--- config.mk ---
export PLATFORM = sky130hd
export DESIGN_NAME = tpw_timer
export DESIGN_NICKNAME = d
export VERILOG_FILES = /design/src/tpw_pkg.sv /design/src/tpw_sync.sv /design/src/tpw_timer.sv
export VERILOG_INCLUDE_DIRS = /design/src
export SDC_FILE = /design/constraint.sdc
export NUM_CORES = 1
export LEC_CHECK = 0
export BUFFER_PORTS_ARGS = -buffer_cell sky130_fd_sc_hd__buf_4
export CAP_MARGIN = 20
export CELL_PAD_IN_SITES_DETAIL_PLACEMENT = 1
export CELL_PAD_IN_SITES_GLOBAL_PLACEMENT = 1
export CORE_MARGIN = 8
export CORE_UTILIZATION = 39
export DETAILED_ROUTE_END_ITERATION = 6
export PLACE_DENSITY = 0.73
export SLEW_MARGIN = 0
export SYNTH_ARGS = -nofsm -noshare
export SYNTH_HDL_FRONTEND = slang
export SYNTH_SLANG_ARGS = --single-unit
--- constraint.sdc ---
create_clock -name clk -period 2.86 [get_ports clk]
set_input_delay 0.143 -clock clk [delete_from_list [all_inputs] [get_ports clk]]
set_output_delay 0.143 -clock clk [all_outputs]
set_load 0.02 [all_outputs]
--- src/tpw_cfg.svh ---
// Constants of the timer-based pulse width modulator: offsets, fields, resets.
// Assumes inclusion by bare name from the design files of this block.
`ifndef TPW_CFG_SVH
`define TPW_CFG_SVH

// ****************************************************************
// Register offsets
// ****************************************************************
`define TPW_ADDR_MODE   8'hDA
`define TPW_ADDR_COUNT  8'hDB
`define TPW_ADDR_DUTY   8'hCD
`define TPW_ADDR_STAT   8'hC9

// ****************************************************************
// Field positions and reset values
// ****************************************************************
`define TPW_STAT_FLAG_BIT  0
`define TPW_STAT_IEN_BIT   1
`define TPW_MODE_RST       8'h00
`define TPW_COUNT_RST      8'h00
`define TPW_DUTY_RST       8'h00

// ****************************************************************
// Counting limits
// ****************************************************************
`define TPW_TOP_256   8'hFF
`define TPW_TOP_64    8'h3F
`define TPW_TOP_32    8'h1F
`define TPW_TOP_16    8'h0F
`define TPW_PRE_FULL  8'hFF

`endif

--- src/tpw_pkg.sv ---
// Types shared by the pulse width modulator files.
// Assumes no other package; everything is referenced with its scope.
package tpw_pkg;

   // ****************************************************************
   // Mode register layout, bit 7 first
   // ****************************************************************
   typedef struct packed {
      logic       timer_on;
      logic [2:0] prescale_select;
      logic       clock_source_select;
      logic       reload_select;
      logic       toggle_output_select;
      logic       pulse_output_enable;
   } tpw_mode_s;

   // Pin drive pair
   typedef struct packed {
      logic o;
      logic oe;
   } tpw_pin_s;

   // Resolution codes {reload_select, toggle_output_select}
   typedef enum logic [1:0] {
      TPW_RES_256 = 2'b00,
      TPW_RES_64  = 2'b01,
      TPW_RES_32  = 2'b10,
      TPW_RES_16  = 2'b11
   } tpw_res_e;

endpackage : tpw_pkg

--- src/tpw_sync.sv ---
// Three-stage input synchroniser with agreement filter and fall detect.
// Assumes the input is asynchronous to clk.
`timescale 1ns/10ps
module tpw_sync #(
   parameter logic IDLE = 1'b1
) (
   input  wire logic clk,
   input  wire logic rst,
   input  wire logic async_in,
   output logic      level,
   output logic      fall
);

   logic s1_ff;
   logic s2_ff;
   logic s3_ff;
   logic level_ff;

   // Shift chain, first stage read only by the second
   always_ff @(posedge clk) begin
      if (rst) begin
         s1_ff <= IDLE;
         s2_ff <= IDLE;
         s3_ff <= IDLE;
      end else begin
         s1_ff <= async_in;
         s2_ff <= s1_ff;
         s3_ff <= s2_ff;
      end
   end

   // Level moves once the two later stages agree
   always_ff @(posedge clk) begin
      if (rst) begin
         level_ff <= IDLE;
      end else if (s2_ff == s3_ff) begin
         level_ff <= s3_ff;
      end
   end

   assign level = level_ff;
   assign fall  = level_ff && (s2_ff == s3_ff) && !s3_ff;

endmodule : tpw_sync

--- src/tpw_timer.sv ---
// Eight-bit up-counting timer with reload, double-buffered duty and PWM output.
// Assumes a plain register port with read data one cycle after the strobe,
// an asynchronous event pin and a GPIO driver sharing the output pin.
`timescale 1ns/10ps
`include "tpw_cfg.svh"
module tpw_timer (
   input  wire logic             clk,
   input  wire logic             rst,
   input  wire logic [7:0]       reg_addr,
   input  wire logic [7:0]       reg_wdata,
   input  wire logic             reg_wr,
   input  wire logic             reg_rd,
   output logic [7:0]            reg_rdata,
   input  wire logic             event_input_pin,
   input  wire tpw_pkg::tpw_pin_s gpio_drive,
   output tpw_pkg::tpw_pin_s      pulse_out_pin,
   output logic                  overflow_irq
);

   // ****************************************************************
   // Declarations
   // ****************************************************************
   tpw_pkg::tpw_mode_s mode_ff;
   tpw_pkg::tpw_mode_s nxt_mode;
   tpw_pkg::tpw_pin_s  pin_ff;
   logic [7:0] count_ff;
   logic [7:0] nxt_count;
   logic [7:0] duty_buf_ff;
   logic [7:0] duty_act_ff;
   logic [7:0] nxt_duty;
   logic [7:0] pre_ff;
   logic [7:0] pre_mask;
   logic [7:0] top;
   logic [7:0] nxt_top;
   logic [7:0] rdata_ff;
   logic       pwm_ff;
   logic       toggle_ff;
   logic       flag_ff;
   logic       nxt_flag;
   logic       ien_ff;
   logic       nxt_ien;
   logic       irq_ff;
   logic       wr_mode;
   logic       wr_count;
   logic       wr_duty;
   logic       wr_stat;
   logic       pre_tick;
   logic       ev_fall;
   logic       cnt_tick;
   logic       ovf;
   logic       start_pwm;

   // Overflow boundary for a mode
   function automatic logic [7:0] top_of(input tpw_pkg::tpw_mode_s m);
      tpw_pkg::tpw_res_e res;
      res = tpw_pkg::tpw_res_e'({m.reload_select, m.toggle_output_select});
      top_of = `TPW_TOP_256;
      if (m.pulse_output_enable && !m.clock_source_select) begin
         case (res)
            tpw_pkg::TPW_RES_256: top_of = `TPW_TOP_256;
            tpw_pkg::TPW_RES_64:  top_of = `TPW_TOP_64;
            tpw_pkg::TPW_RES_32:  top_of = `TPW_TOP_32;
            tpw_pkg::TPW_RES_16:  top_of = `TPW_TOP_16;
            default:              top_of = `TPW_TOP_256;
         endcase
      end
   endfunction : top_of

   // ****************************************************************
   // Register decode
   // ****************************************************************
   assign wr_mode  = reg_wr && (reg_addr == `TPW_ADDR_MODE);
   assign wr_count = reg_wr && (reg_addr == `TPW_ADDR_COUNT);
   assign wr_duty  = reg_wr && (reg_addr == `TPW_ADDR_DUTY);
   assign wr_stat  = reg_wr && (reg_addr == `TPW_ADDR_STAT);
   assign nxt_mode = wr_mode ? tpw_pkg::tpw_mode_s'(reg_wdata) : mode_ff;

   // Mode register
   always_ff @(posedge clk) begin
      if (rst) begin
         mode_ff <= tpw_pkg::tpw_mode_s'(`TPW_MODE_RST);
      end else begin
         mode_ff <= nxt_mode;
      end
   end

   // ****************************************************************
   // Count clock selection
   // ****************************************************************
   tpw_sync #(
      .IDLE     (1'b1)
   ) u_event_sync (
      .clk      (clk),
      .rst      (rst),
      .async_in (event_input_pin),
      .level    (),
      .fall     (ev_fall)
   );

   // Free prescaler, held clear while the timer is off
   always_ff @(posedge clk) begin
      if (rst || !mode_ff.timer_on) begin
         pre_ff <= 8'h00;
      end else begin
         pre_ff <= pre_ff + 8'h01;
      end
   end

   assign pre_mask = `TPW_PRE_FULL >> mode_ff.prescale_select;
   assign pre_tick = (pre_ff & pre_mask) == pre_mask;
   assign cnt_tick = mode_ff.timer_on &&
                     (mode_ff.clock_source_select ? ev_fall : pre_tick);
   assign top      = top_of(mode_ff);
   assign nxt_top  = top_of(nxt_mode);
   assign ovf      = cnt_tick && ((count_ff & top) == top);
   assign start_pwm = nxt_mode.timer_on && !mode_ff.timer_on && nxt_mode.pulse_output_enable;

   // ****************************************************************
   // Counter and reload
   // ****************************************************************
   always_comb begin
      nxt_count = count_ff;
      if (wr_count) begin
         nxt_count = reg_wdata;
      end else if (start_pwm) begin
         nxt_count = 8'h00;
      end else if (ovf) begin
         if (mode_ff.pulse_output_enable) begin
            nxt_count = 8'h00;
         end else if (mode_ff.reload_select) begin
            nxt_count = duty_buf_ff;
         end else begin
            nxt_count = 8'h00;
         end
      end else if (cnt_tick) begin
         nxt_count = count_ff + 8'h01;
      end
   end

   always_ff @(posedge clk) begin
      if (rst) begin
         count_ff <= `TPW_COUNT_RST;
      end else begin
         count_ff <= nxt_count;
      end
   end

   // Duty: buffer takes writes, active copy moves at overflow
   assign nxt_duty = (!mode_ff.timer_on || ovf) ? duty_buf_ff : duty_act_ff;

   always_ff @(posedge clk) begin
      if (rst) begin
         duty_buf_ff <= `TPW_DUTY_RST;
         duty_act_ff <= `TPW_DUTY_RST;
      end else begin
         duty_buf_ff <= wr_duty ? reg_wdata : duty_buf_ff;
         duty_act_ff <= nxt_duty;
      end
   end

   // ****************************************************************
   // Waveforms
   // ****************************************************************
   // High from period start until the count meets the duty
   always_ff @(posedge clk) begin
      if (rst) begin
         pwm_ff <= 1'b0;
      end else begin
         pwm_ff <= nxt_mode.timer_on &&
                   ((nxt_count & nxt_top) < (nxt_duty & nxt_top));
      end
   end

   // Half-duty toggle when modulation is off
   always_ff @(posedge clk) begin
      if (rst) begin
         toggle_ff <= 1'b0;
      end else if (ovf && mode_ff.toggle_output_select && !mode_ff.pulse_output_enable) begin
         toggle_ff <= !toggle_ff;
      end
   end

   // Shared pin selection
   always_ff @(posedge clk) begin
      if (rst) begin
         pin_ff <= '0;
      end else if (mode_ff.pulse_output_enable) begin
         pin_ff <= '{o: pwm_ff, oe: 1'b1};
      end else if (mode_ff.toggle_output_select) begin
         pin_ff <= '{o: toggle_ff, oe: 1'b1};
      end else begin
         pin_ff <= gpio_drive;
      end
   end

   assign pulse_out_pin = pin_ff;

   // ****************************************************************
   // Overflow flag and interrupt request
   // ****************************************************************
   // Set beats a clear written in the same cycle
   assign nxt_flag = ovf ||
                     (flag_ff && !(wr_stat && !reg_wdata[`TPW_STAT_FLAG_BIT]));
   assign nxt_ien  = wr_stat ? reg_wdata[`TPW_STAT_IEN_BIT] : ien_ff;

   always_ff @(posedge clk) begin
      if (rst) begin
         flag_ff <= 1'b0;
         ien_ff  <= 1'b0;
         irq_ff  <= 1'b0;
      end else begin
         flag_ff <= nxt_flag;
         ien_ff  <= nxt_ien;
         irq_ff  <= nxt_flag && nxt_ien;
      end
   end

   assign overflow_irq = irq_ff;

   // ****************************************************************
   // Read port
   // ****************************************************************
   always_ff @(posedge clk) begin
      if (rst) begin
         rdata_ff <= 8'h00;
      end else if (reg_rd) begin
         case (reg_addr)
            `TPW_ADDR_MODE:  rdata_ff <= mode_ff;
            `TPW_ADDR_COUNT: rdata_ff <= count_ff;
            `TPW_ADDR_STAT:  rdata_ff <= {6'h00, ien_ff, flag_ff};
            default:         rdata_ff <= 8'h00; // Duty is write-only
         endcase
      end else begin
         rdata_ff <= 8'h00;
      end
   end

   assign reg_rdata = rdata_ff;
endmodule : tpw_timer

==> flow_summary.yaml, run 1 <==
routing:
  antenna_left: 0
  drt_first_iter_violations: 92
  route.detailed.wl_per_inst_um: 17.72
  drc_errors: 0
  num_vias: 2663
  drt_pass1_iterations: 4
  viasPerCell: 5.242
  drt-total-wl_um: 9002
floorplan:
  die_area_um2: 10500
  placement_rows: 31
  die_x_um: 102.5
  die_h_um: 102.5
  io_pins: 34
  coreArea_um2: 7253
  start_util: 0.4019
synthesis:
  postSynthAreaPerCell_um2: 8.499
  synth_ff_type: "dfxtp_1"
  synth_cell_types: 53
  synthCells: 343
  synth.cell_area_um2: 2915
  async_reset_ff_frac: 0
  ys_warn_count: 0
  synth-seq-cells: 59
  synth-edff-count: 0
  seq_area_frac_synth: 0.4052
  syn_nets: 375
clock_tree:
  clockRootBuffer: "clkbuf_8"
  cts_tree: "done"
  ctsHtreeMaxLevel: 3
  clock_path_buffers: 2
  clock-sinks: 59
  numCtsBuffers: 9
  path_clk_slew_ns: 0.07
  clkLatencyLatePin_ns: 0.35
power:
  ir_drop_uv: 194.0
  intPower_uw: 1363
  clock_power_share: 0.486
  p_sw_frac: 0.2193
  p_comb_frac: 0.040
  power_density_nw_per_um2: 458.5
  leakage_uw: 0.001513
  p_seq_frac: 0.474
  netSwitchingPower_uw: 382.8
  p_total_uw: 1746
worst_setup_path:
  path_common_cell: "a21o_1"
  slowest_delay_ns: 0.38
  crit_chain: "ha_4, and3_4, a21boi_4, nand3_4, o311ai_4, mux2i_1, or2_1, ha_1, a21o_1, a21o_1, a21oi_2, o311a_1"
  start_kind: "flop"
  worstPathRequired_ns: 3.15
  cp_slowest_cell: "o311ai_4"
  critical_path.max_fanout: 3
  critPathKind: "reg -> reg"
  cp_top_family: "compound AO/OA/AOI/OAI gates"
  path_buf_inv: 0
  worstPathArrival_ns: 3.07
  end_kind: "flop"
global_route:
  gr-usage-all-layers: 0.1843
  grt_pass1_wl_um: 14570
  antenna_found_initial: 0
  grt-ovfl-total: 0
  grt_max_degree: 44
  grt_pass1_vias: 2870
finish:
  final_cell_mix: "buf_4 (63), nor2_1 (54), dfxtp_1 (54)"
  syn2layout_area_growth_pct: 30.60
  final_nets: 437
  final_layout_size_suffix_gt1_frac: 0.2812
  stdcell_count: 508
  diodes: 0
  layout_commonest_cell: "buf_4"
flow_run:
  cap_viol_max_count: 0
place:
  place.port_buffers: 33
  dp_cells: 487
  gp_congestion: 0.8883
  hpwl_um: 6735
sta:
  max_freq_ghz: 0.3597
  finalHoldViolations: 0
  relSlewSlack: 0.5303
  timing.final.crit_share: 0.9721
  fin_skew_ns: 0.008164
  rsz0062_at_grt: "yes"
  min_period_ns: 2.780
  drv_slew: 0
  setup_viol: 0
  tightest_slew_ns: 0.6985
worst_hold_path:
  hold_path_class: "in -> reg"
run_status:
  status: "completed"
-- worst min-delay path: stages --
cell and delay (ns):
buf_4 0.08, nor3_1 0.04, nor2_1 0.07
-- logic make-up after synthesis --
logic type                 synth area share
and+or+nand+nor                      0.2687
DFF                                  0.4051
AOI/OAI and AO/OA                    0.1481
muxes                               0.08627
adders and majority gates           0.03863
buffers and inverters               0.02918
xor gates and xnor gates            0.02404
-- synthesized netlist by cell type, drive strengths merged (4+ instances only) --
cell type,count,share of area
buf,4,0.0073
nand4,6,0.013
nand2,43,0.059
a21oi,22,0.038
nor2b,7,0.015
o31ai,5,0.013
or2,7,0.015
nand2b,5,0.011
nor2,54,0.070
inv,5,0.0064
clkbuf,12,0.015
nand3,15,0.030
and3,10,0.024
o21ai,10,0.021
xor2,5,0.015
dfxtp,59,0.41
mux2i,24,0.082
ha,9,0.039
-- flip-flops by register name (all words and copies together) (netlist names) --
signal and flops:
flag_ff 1, count_ff 8, u_event_sync.s3_ff 1, duty_buf_ff 8
u_event_sync.s2_ff 1, u_event_sync.s1_ff 1, overflow_irq 1, pwm_ff 1
duty_act_ff 8, mode_ff 8, ien_ff 1, pulse_out_pin 2
toggle_ff 1, pre_ff 8, u_event_sync.level 1, reg_rdata 8
-- layout make-up --
class / count / area [µm²]
Clock buffer: 10 / 137.6
Clock inverter: 5 / 77.57
Fill cell: 862 / 3446
Inverter: 5 / 18.77
Multi-Input combinational cell: 263 / 1745
Sequential cell: 59 / 1187
Tap cell: 99 / 123.9
Timing Repair Buffer: 67 / 516.7
-- power by group through the flow --
stage	sequential [µW]	clock, µW	combinational (µW)
floorplan	847	0	23.8
global placement	845	0	67.5
detailed placement	845	0	69.2
CTS	827	858	70.4
global route	827	904	76.8
finish	827	848	70.5
-- path summary, 6_finish.rpt --
kind | from | to | slack (ns) | cells past startpoint
setup / recovery | count_ff[1] | pwm_ff | 0.08 | 12
hold / removal | gpio_drive[0] | pulse_out_pin[0] | 0.01 | 3
setup reg to reg | count_ff[1] | pwm_ff | 0.08 | 12
hold reg to reg | u_event_sync.s1_ff | u_event_sync.s2_ff | 0.42 | 1
-- what timing repair did --
item | CTS | global route
hold buffers | 1 | 0
endpoints found under the hold margin | 1 | 0
buffers inserted | 1 | 4
endpoints found under the setup margin | 1 | 1
pin swaps | 3 | 10
resized for setup | 4 | 20
-- routing by layer --
layer / vias up / track usage / wire, µm
met5: - / 0 / 0
li1: 1322 / - / -
met2: 43 / 0.2897 / 4182
met3: 11 / 0.03270 / 309
met1: 1287 / 0.2391 / 4351
met4: 0 / 0.08352 / 159
-- stage by stage --
step	TNS [ns]	worst slack [ns]	utilization	area, µm²	hold slack, ns
CTS	0	0.004640	0.5080	3685	0.01475
global route	-0.02040	-0.02040	0.5249	3807	0.02806
detailed placement	-0.04996	-0.04996	0.4742	3440	0.3386
finish	0	0.07972	0.5249	3807	0.01280
floorplan	0	0.01709	-	2924	0.2468
global placement	0	0.04447	0.4742	3440	0.3271
(Power assumes the default switching activity.)
==> inputs of run 2 (changes only) <==
--- a/config.mk
+++ b/config.mk
@@ -11,10 +11,11 @@
 export CELL_PAD_IN_SITES_DETAIL_PLACEMENT = 1
 export CELL_PAD_IN_SITES_GLOBAL_PLACEMENT = 1
 export CORE_MARGIN = 8
-export CORE_UTILIZATION = 39
+export CORE_UTILIZATION = 40
 export DETAILED_ROUTE_END_ITERATION = 6
-export PLACE_DENSITY = 0.73
+export PLACE_DENSITY = 0.74
 export SLEW_MARGIN = 0
 export SYNTH_ARGS = -nofsm -noshare
 export SYNTH_HDL_FRONTEND = slang
+export SYNTH_HIERARCHICAL = 1
 export SYNTH_SLANG_ARGS = --single-unit
==> run 2 against run 1 <==
Effect of this change:
- core utilization is 0.81 points lower
- setup slack lost 0.13 ns
- cell count down 5.1%
- cell area fell by 3.1%
- sequential power hardly changed
- critical path depth stayed put
- global-route usage down 1.3 points
- clock-buffer cell count rose by 1
- die area decreased by 2.5%
- combinational power decreased by 2%
- fmax decreased by 4.3%
- critical endpoint unchanged
- the flow now finishes with violations (setup timing)
==> flow_summary.yaml, run 2 <==
global_route:
  antenna_found_initial: 0
  grt-ovfl-total: 0
  grt_pass1_vias: 2678
  gr-usage-all-layers: 0.1712
  grt_pass1_wl_um: 13630
  grt_max_degree: 45
clock_tree:
  cts_tree: "done"
  clkLatencyLatePin_ns: 0.34
  ctsHtreeMaxLevel: 3
  path_clk_slew_ns: 0.07
  clock_path_buffers: 2
  clockRootBuffer: "clkbuf_8"
  clock-sinks: 59
  numCtsBuffers: 9
flow_run:
  cap_viol_max_count: 0
synthesis:
  synth_top_area_cell: "dfxtp_1"
  seq_area_frac_synth: 0.4072
  synth-seq-cells: 59
  yosys.area_share.xor_xnor: 0.02114
  synth_cell_types: 52
  syn_nets: 354
  synthCells: 322
  synth_adder_area_share: 0.03883
  synthSimpleGateAreaFrac: 0.2114
  synth_compound_area_frac: 0.1523
  synthMuxAreaShare: 0.1368
  ys_warn_count: 6
  synth.cell_area_um2: 2900
  yosysTopAreaCellShare: 0.4072
  yosysMostFrequentCell: "nor2_1"
  async_reset_ff_frac: 0
  synth-edff-count: 0
  synth_top_cells_by_count: "nor2_1 (66), dfxtp_1 (59), mux2i_1 (34), nand2_1 (13), a21oi_1 (12)"
  synth_top_family_by_area: "simple AND/OR/NAND/NOR gates"
  synth_ff_type: "dfxtp_1"
  yosys-top-cells-area: "dfxtp_1 (41%), mux2i_1 (12%), nor2_1 (8.5%), ha_1 (3.9%), nor2b_1 (2.2%)"
  postSynthAreaPerCell_um2: 9.007
sta:
  min_period_ns: 2.906
  rsz0062_at_grt: "yes"
  timing.final.crit_share: 1.016
  relSlewSlack: 0.5272
  setup_viol: 1
  tightest_slew_ns: 0.7061
  drv_slew: 0
  hold_ws_ns: 0.02020
  finalHoldViolations: 0
  fin_skew_ns: 0.009275
  max_freq_ghz: 0.3441
  worst_slack_ns: -0.04595
power:
  p_sw_frac: 0.2251
  intPower_uw: 1308
  netSwitchingPower_uw: 380.0
  ir_drop_uv: 254.0
  p_seq_frac: 0.490
  power_density_nw_per_um2: 457.7
  clock_power_share: 0.469
  leakage_uw: 0.001453
  p_comb_frac: 0.041
place:
  gp_congestion: 0.9001
  place.port_buffers: 33
  hpwl_um: 6150
  dp_cells: 464
run_status:
  status: "finished, violations left"
  violations: "setup timing"
finish:
  syn2layout_area_growth_pct: 27.18
  layout_commonest_cell: "nor2_1"
  final_cell_mix: "nor2_1 (66), buf_4 (58), dfxtp_1 (57)"
  final_nets: 410
  diodes: 0
  stdcell_count: 482
  final_layout_size_suffix_gt1_frac: 0.2611
routing:
  drt_first_iter_violations: 91
  viasPerCell: 5.180
  drt-total-wl_um: 8334
  route.detailed.wl_per_inst_um: 17.29
  num_vias: 2497
  antenna_left: 0
  drt_pass1_iterations: 4
  drc_errors: 0
worst_setup_path:
  worstPathArrival_ns: 3.19
  start_kind: "flop"
  worstPathRequired_ns: 3.15
  critical_path.max_fanout: 7
  critPathKind: "reg -> reg"
  end_kind: "flop"
floorplan:
  coreArea_um2: 7137
  placement_rows: 31
  die_area_um2: 10230
  die_h_um: 101.2
  die_x_um: 101.2
  start_util: 0.4064
  io_pins: 34
worst_hold_path:
  hold_path_class: "in -> reg"
-- run 2: cell types whose count changed after synthesis, sizes merged, moves of 5 or more --
| cell | before | now |
|---|---|---|
| a211oi | 0 | 5 |
| nor2 | 54 | 66 |
| mux2i | 24 | 34 |
| a21oi | 22 | 12 |
| nand2 | 43 | 13 |
| nand3 | 15 | 5 |
-- run 2: final cells by class --
| cell class | count | area [µm²] |
|---|---|---|
| inverter | 6 | 22.52 |
| tap | 99 | 123.9 |
| fill | 870 | 3448 |
| clock buffer | 11 | 151.4 |
| clock inverter | 5 | 61.31 |
| timing repair buffer | 60 | 456.7 |
| sequential | 59 | 1184 |
| multi-input combinational | 242 | 1689 |
-- run 2: worst paths after layout --
kind	cells past startpoint	to	start	slack [ns]
setup / recovery	12	pwm_ff	u_event_sync/s3_ff	-0.05
setup reg to reg	12	pwm_ff	u_event_sync/s3_ff	-0.05
hold / removal	3	pulse_out_pin[0]	gpio_drive[0]	0.02
hold reg to reg	1	u_event_sync/s2_ff	u_event_sync/s1_ff	0.43
-- run 2: cells by family (layout without fill, tap and decap cells) --
family / Yosys count / in the layout
buffers and inverters: 21 / 82
muxes: 39 / 39
DFF: 59 / 59
adders and majority gates: 9 / 9
and+or+nand+nor: 127 / 127
AOI/OAI and AO/OA: 60 / 60
xor gates and xnor gates: 7 / 7
-- run 2: through the flow --
step / worst slack (ns) / setup TNS [ns] / cell area, µm² / total power, µW / util
4_1_cts: 0.001549 / 0 / 3664 / 1706 / 0.5133
5_1_grt: -0.2085 / -0.2085 / 3689 / 1744 / 0.5168
2_1_floorplan: 0.01055 / 0 / 2913 / 871.1 / -
3_3_place_gp: 0.03769 / 0 / 3398 / 912.5 / 0.4762
6_report: -0.04595 / -0.04595 / 3689 / 1688 / 0.5168
3_5_place_dp: -0.2048 / -0.2048 / 3398 / 913.6 / 0.4762
-- run 2: critical path, stage by stage, from the launching register on --
cell and delay [ns]:
dfxtp_1 0.33, nor3b_4 0.30, a21oi_2 0.10, a22oi_2 0.22, o211ai_4 0.18, a311o_1 0.31
a32oi_1 0.25, nor2_1 0.08, ha_1 0.29, a21o_1 0.18, a21o_1 0.18, a211oi_2 0.23
o311a_1 0.18
-- run 2: per-layer routing --
metal	up-vias	GRT usage	wire, µm
li1	1250	-	-
met1	1192	0.2066	3816
met2	38	0.2844	4066
met3	17	0.03505	239
met4	0	0.08133	212
met5	-	0	0
-- run 2: power groups by stage --
stage | clock network, µW | logic, µW | registers [µW]
finish | 792 | 69.0 | 827
global route | 842 | 74.7 | 828
CTS | 809 | 69.3 | 827
detailed placement | 0 | 67.9 | 846
global placement | 0 | 67.1 | 845
floorplan | 0 | 23.9 | 847
-- run 2: timing repair --
action,CTS,global route
resized for setup,7,7
pin swaps,2,0
endpoints found under the setup margin,1,1
hold buffers,1,0
endpoints found under the hold margin,1,0
setup buffers,1,0
==> inputs of run 3 (changes only) <==
==> constraint.sdc (replaced) <==
create_clock -name clk -period 2.86 [get_ports clk]
set_input_delay 0 -clock clk [delete_from_list [all_inputs] [get_ports clk]]
set_output_delay 0 -clock clk [all_outputs]
set_load 0.02 [all_outputs]
==> run 3 against run 2 <==
Effect of this change:
- the run still ends with setup timing left
- routed wire length is 11% higher
- total power is 5.3% higher
- sequential share of layout area is 1.7 points lower
- hold slack worse by 0.0019 ns
- largest cell class unchanged
- highest routed layer unchanged
==> flow_summary.yaml, run 3 (synthesis gave the netlist of run 2 again) <==
place:
  gp_congestion: 0.8969
  placed_cell_area_um2: 3396
  place.port_buffers: 33
  hpwl_um: 6307
  dp_cells: 462
run_status:
  violations: "setup timing"
  status: "finished, violations left"
clock_tree:
  clkLatencyLatePin_ns: 0.35
  cts_tree: "done"
  clock_path_buffers: 2
  clock-sinks: 59
  ctsHtreeMaxLevel: 3
  numCtsBuffers: 9
  clockRootBuffer: "clkbuf_8"
  path_clk_slew_ns: 0.07
sta:
  rsz0062_at_grt: "yes"
  hold_ws_ns: 0.01827
  fin_skew_ns: 0.009348
  max_freq_ghz: 0.3319
  tightest_slew_ns: 0.7102
  relSlewSlack: 0.5244
  drv_slew: 0
  tns_ns: -0.1532
  min_period_ns: 3.013
  timing.final.crit_share: 1.054
  finalHoldViolations: 0
  worst_slack_ns: -0.1532
  setup_viol: 1
worst_setup_path:
  path_buf_inv: 2
  start_kind: "flop"
  rrSetupSlack_ns: -0.15
  cp_slowest_cell: "dfxtp_4"
  cp_top_family: "compound AO/OA/AOI/OAI gates"
  critPathKind: "reg -> reg"
  worstPathRequired_ns: 3.15
  worstPathArrival_ns: 3.30
  end_kind: "flop"
  slowest_delay_ns: 0.36
  critical_path.max_fanout: 6
  crit_chain: "nor3b_4, a21oi_2, a22oi_2, o211ai_4, buf_6, buf_6, o21bai_1, a32oi_1, nor2_1, ha_1, a21o_1, a21o_1, a211oi_2, o311a_1"
floorplan:
  die_x_um: 101.2
  coreArea_um2: 7137
  io_pins: 34
  die_area_um2: 10230
  placement_rows: 31
  start_util: 0.4064
  die_h_um: 101.2
global_route:
  grt_max_degree: 45
  met2_usage: 0.3112
  grt-ovfl-total: 0
  busiest_layer: "met2"
  grt_pass1_wl_um: 14100
  use_met3: 0.05086
  gr-usage-all-layers: 0.1792
  antenna_found_initial: 0
  met1_usage: 0.2019
  grt_pass1_vias: 2826
flow_run:
  cap_viol_max_count: 0
routing:
  drc_errors: 0
  drt_pass1_iterations: 4
  antenna_left: 0
  num_vias: 2688
  drt-total-wl_um: 9258
  route.detailed.wl_per_inst_um: 18.59
  drt_first_iter_violations: 132
  viasPerCell: 5.398
finish:
  fin_area_um2: 3908
  final_cell_mix: "nor2_1 (66), buf_4 (60), dfxtp_1 (55)"
  final_nets: 426
  post-route-util: 0.5475
  syn2layout_area_growth_pct: 34.73
  layout_commonest_cell: "nor2_1"
  regArea_um2: 1189
  final_layout_size_suffix_gt1_frac: 0.2807
  diodes: 0
  multi_input_area_um2: 1712
  stdcell_count: 498
  final.fill_count: 855
power:
  clock_power_share: 0.489
  p_seq_frac: 0.465
  p_sw_frac: 0.2239
  power_density_nw_per_um2: 454.9
  netSwitchingPower_uw: 397.9
  p_comb_frac: 0.046
  leakage_uw: 0.001563
  ir_drop_uv: 381.5
  intPower_uw: 1380
worst_hold_path:
  hold_path_class: "in -> reg"
run 3: cell count changes in the layout (fill, tap and decap cells not counted), sizes merged:
| cell | previous run | this run |
|---|---|---|
| clkinv | 1 | 2 |
| dlygate4sd3 | 1 | 11 |
| clkinvlp | 3 | 2 |
| buf | 59 | 65 |
| clkbuf | 11 | 10 |
| bufinv | 1 | 2 |
run 3: stage by stage:
| step | setup WS (ns) | power, µW |
|---|---|---|
| floorplan | 0.01055 | 871.1 |
| global placement | -0.07515 | 912.5 |
| detailed placement | -0.1982 | 914.0 |
| CTS | -0.05292 | 1793 |
| global route | -0.3039 | 1836 |
| finish | -0.1532 | 1777 |
run 3: layout make-up:
| type | count | share of cell area |
|---|---|---|
| clock buffers | 10 | 0.03522 |
| clock inverters | 6 | 0.02273 |
| inverters | 6 | 0.005764 |
| multi-input cells | 242 | 0.4380 |
| flip-flops and latches | 59 | 0.3042 |
| well taps | 99 | 0.03170 |
| repair buffers | 76 | 0.1623 |
run 3: power by group through the flow:
| stage | registers, µW | logic [µW] | clock network (µW) |
|---|---|---|---|
| floorplan | 847 | 23.9 | 0 |
| global placement | 845 | 67.1 | 0 |
| detailed placement | 846 | 68.3 | 0 |
| CTS | 827 | 80.3 | 885 |
| global route | 827 | 87.1 | 923 |
| finish | 827 | 80.9 | 870 |
run 3: timing repair:
item	4_1_cts	5_1_grt
gates resized for setup	6	18
cloned	0	0
setup endpoints to repair	1	1
buffers inserted	1	8
pin swaps	0	15
hold buffers	11	0
hold endpoints to repair	23	0
run 3: worst reg2reg max path, cell delays in order (launching register included):
cell      delay, ns
dfxtp_4        0.36
nor3b_4        0.30
a21oi_2        0.10
a22oi_2        0.24
o211ai_4       0.19
buf_6          0.17
buf_6          0.11
o21bai_1       0.16
a32oi_1        0.15
nor2_1         0.17
ha_1           0.26
a21o_1         0.17
a21o_1         0.18
a211oi_2       0.21
o311a_1        0.19
run 3: worst paths after layout:
kind                            from            endpoint  cells after the start
setup reg to reg  u_event_sync/s2_ff              pwm_ff                     14
hold reg to reg   u_event_sync/s1_ff  u_event_sync/s2_ff                      1
hold / removal         gpio_drive[1]    pulse_out_pin[1]                      5
setup / recovery  u_event_sync/s2_ff              pwm_ff                     14
run 3: metal layers:
layer / vias up / share of wire
met5: - / 0
met4: 0 / 0.020
met3: 17 / 0.037
met2: 55 / 0.53
met1: 1328 / 0.41
li1: 1288 / -
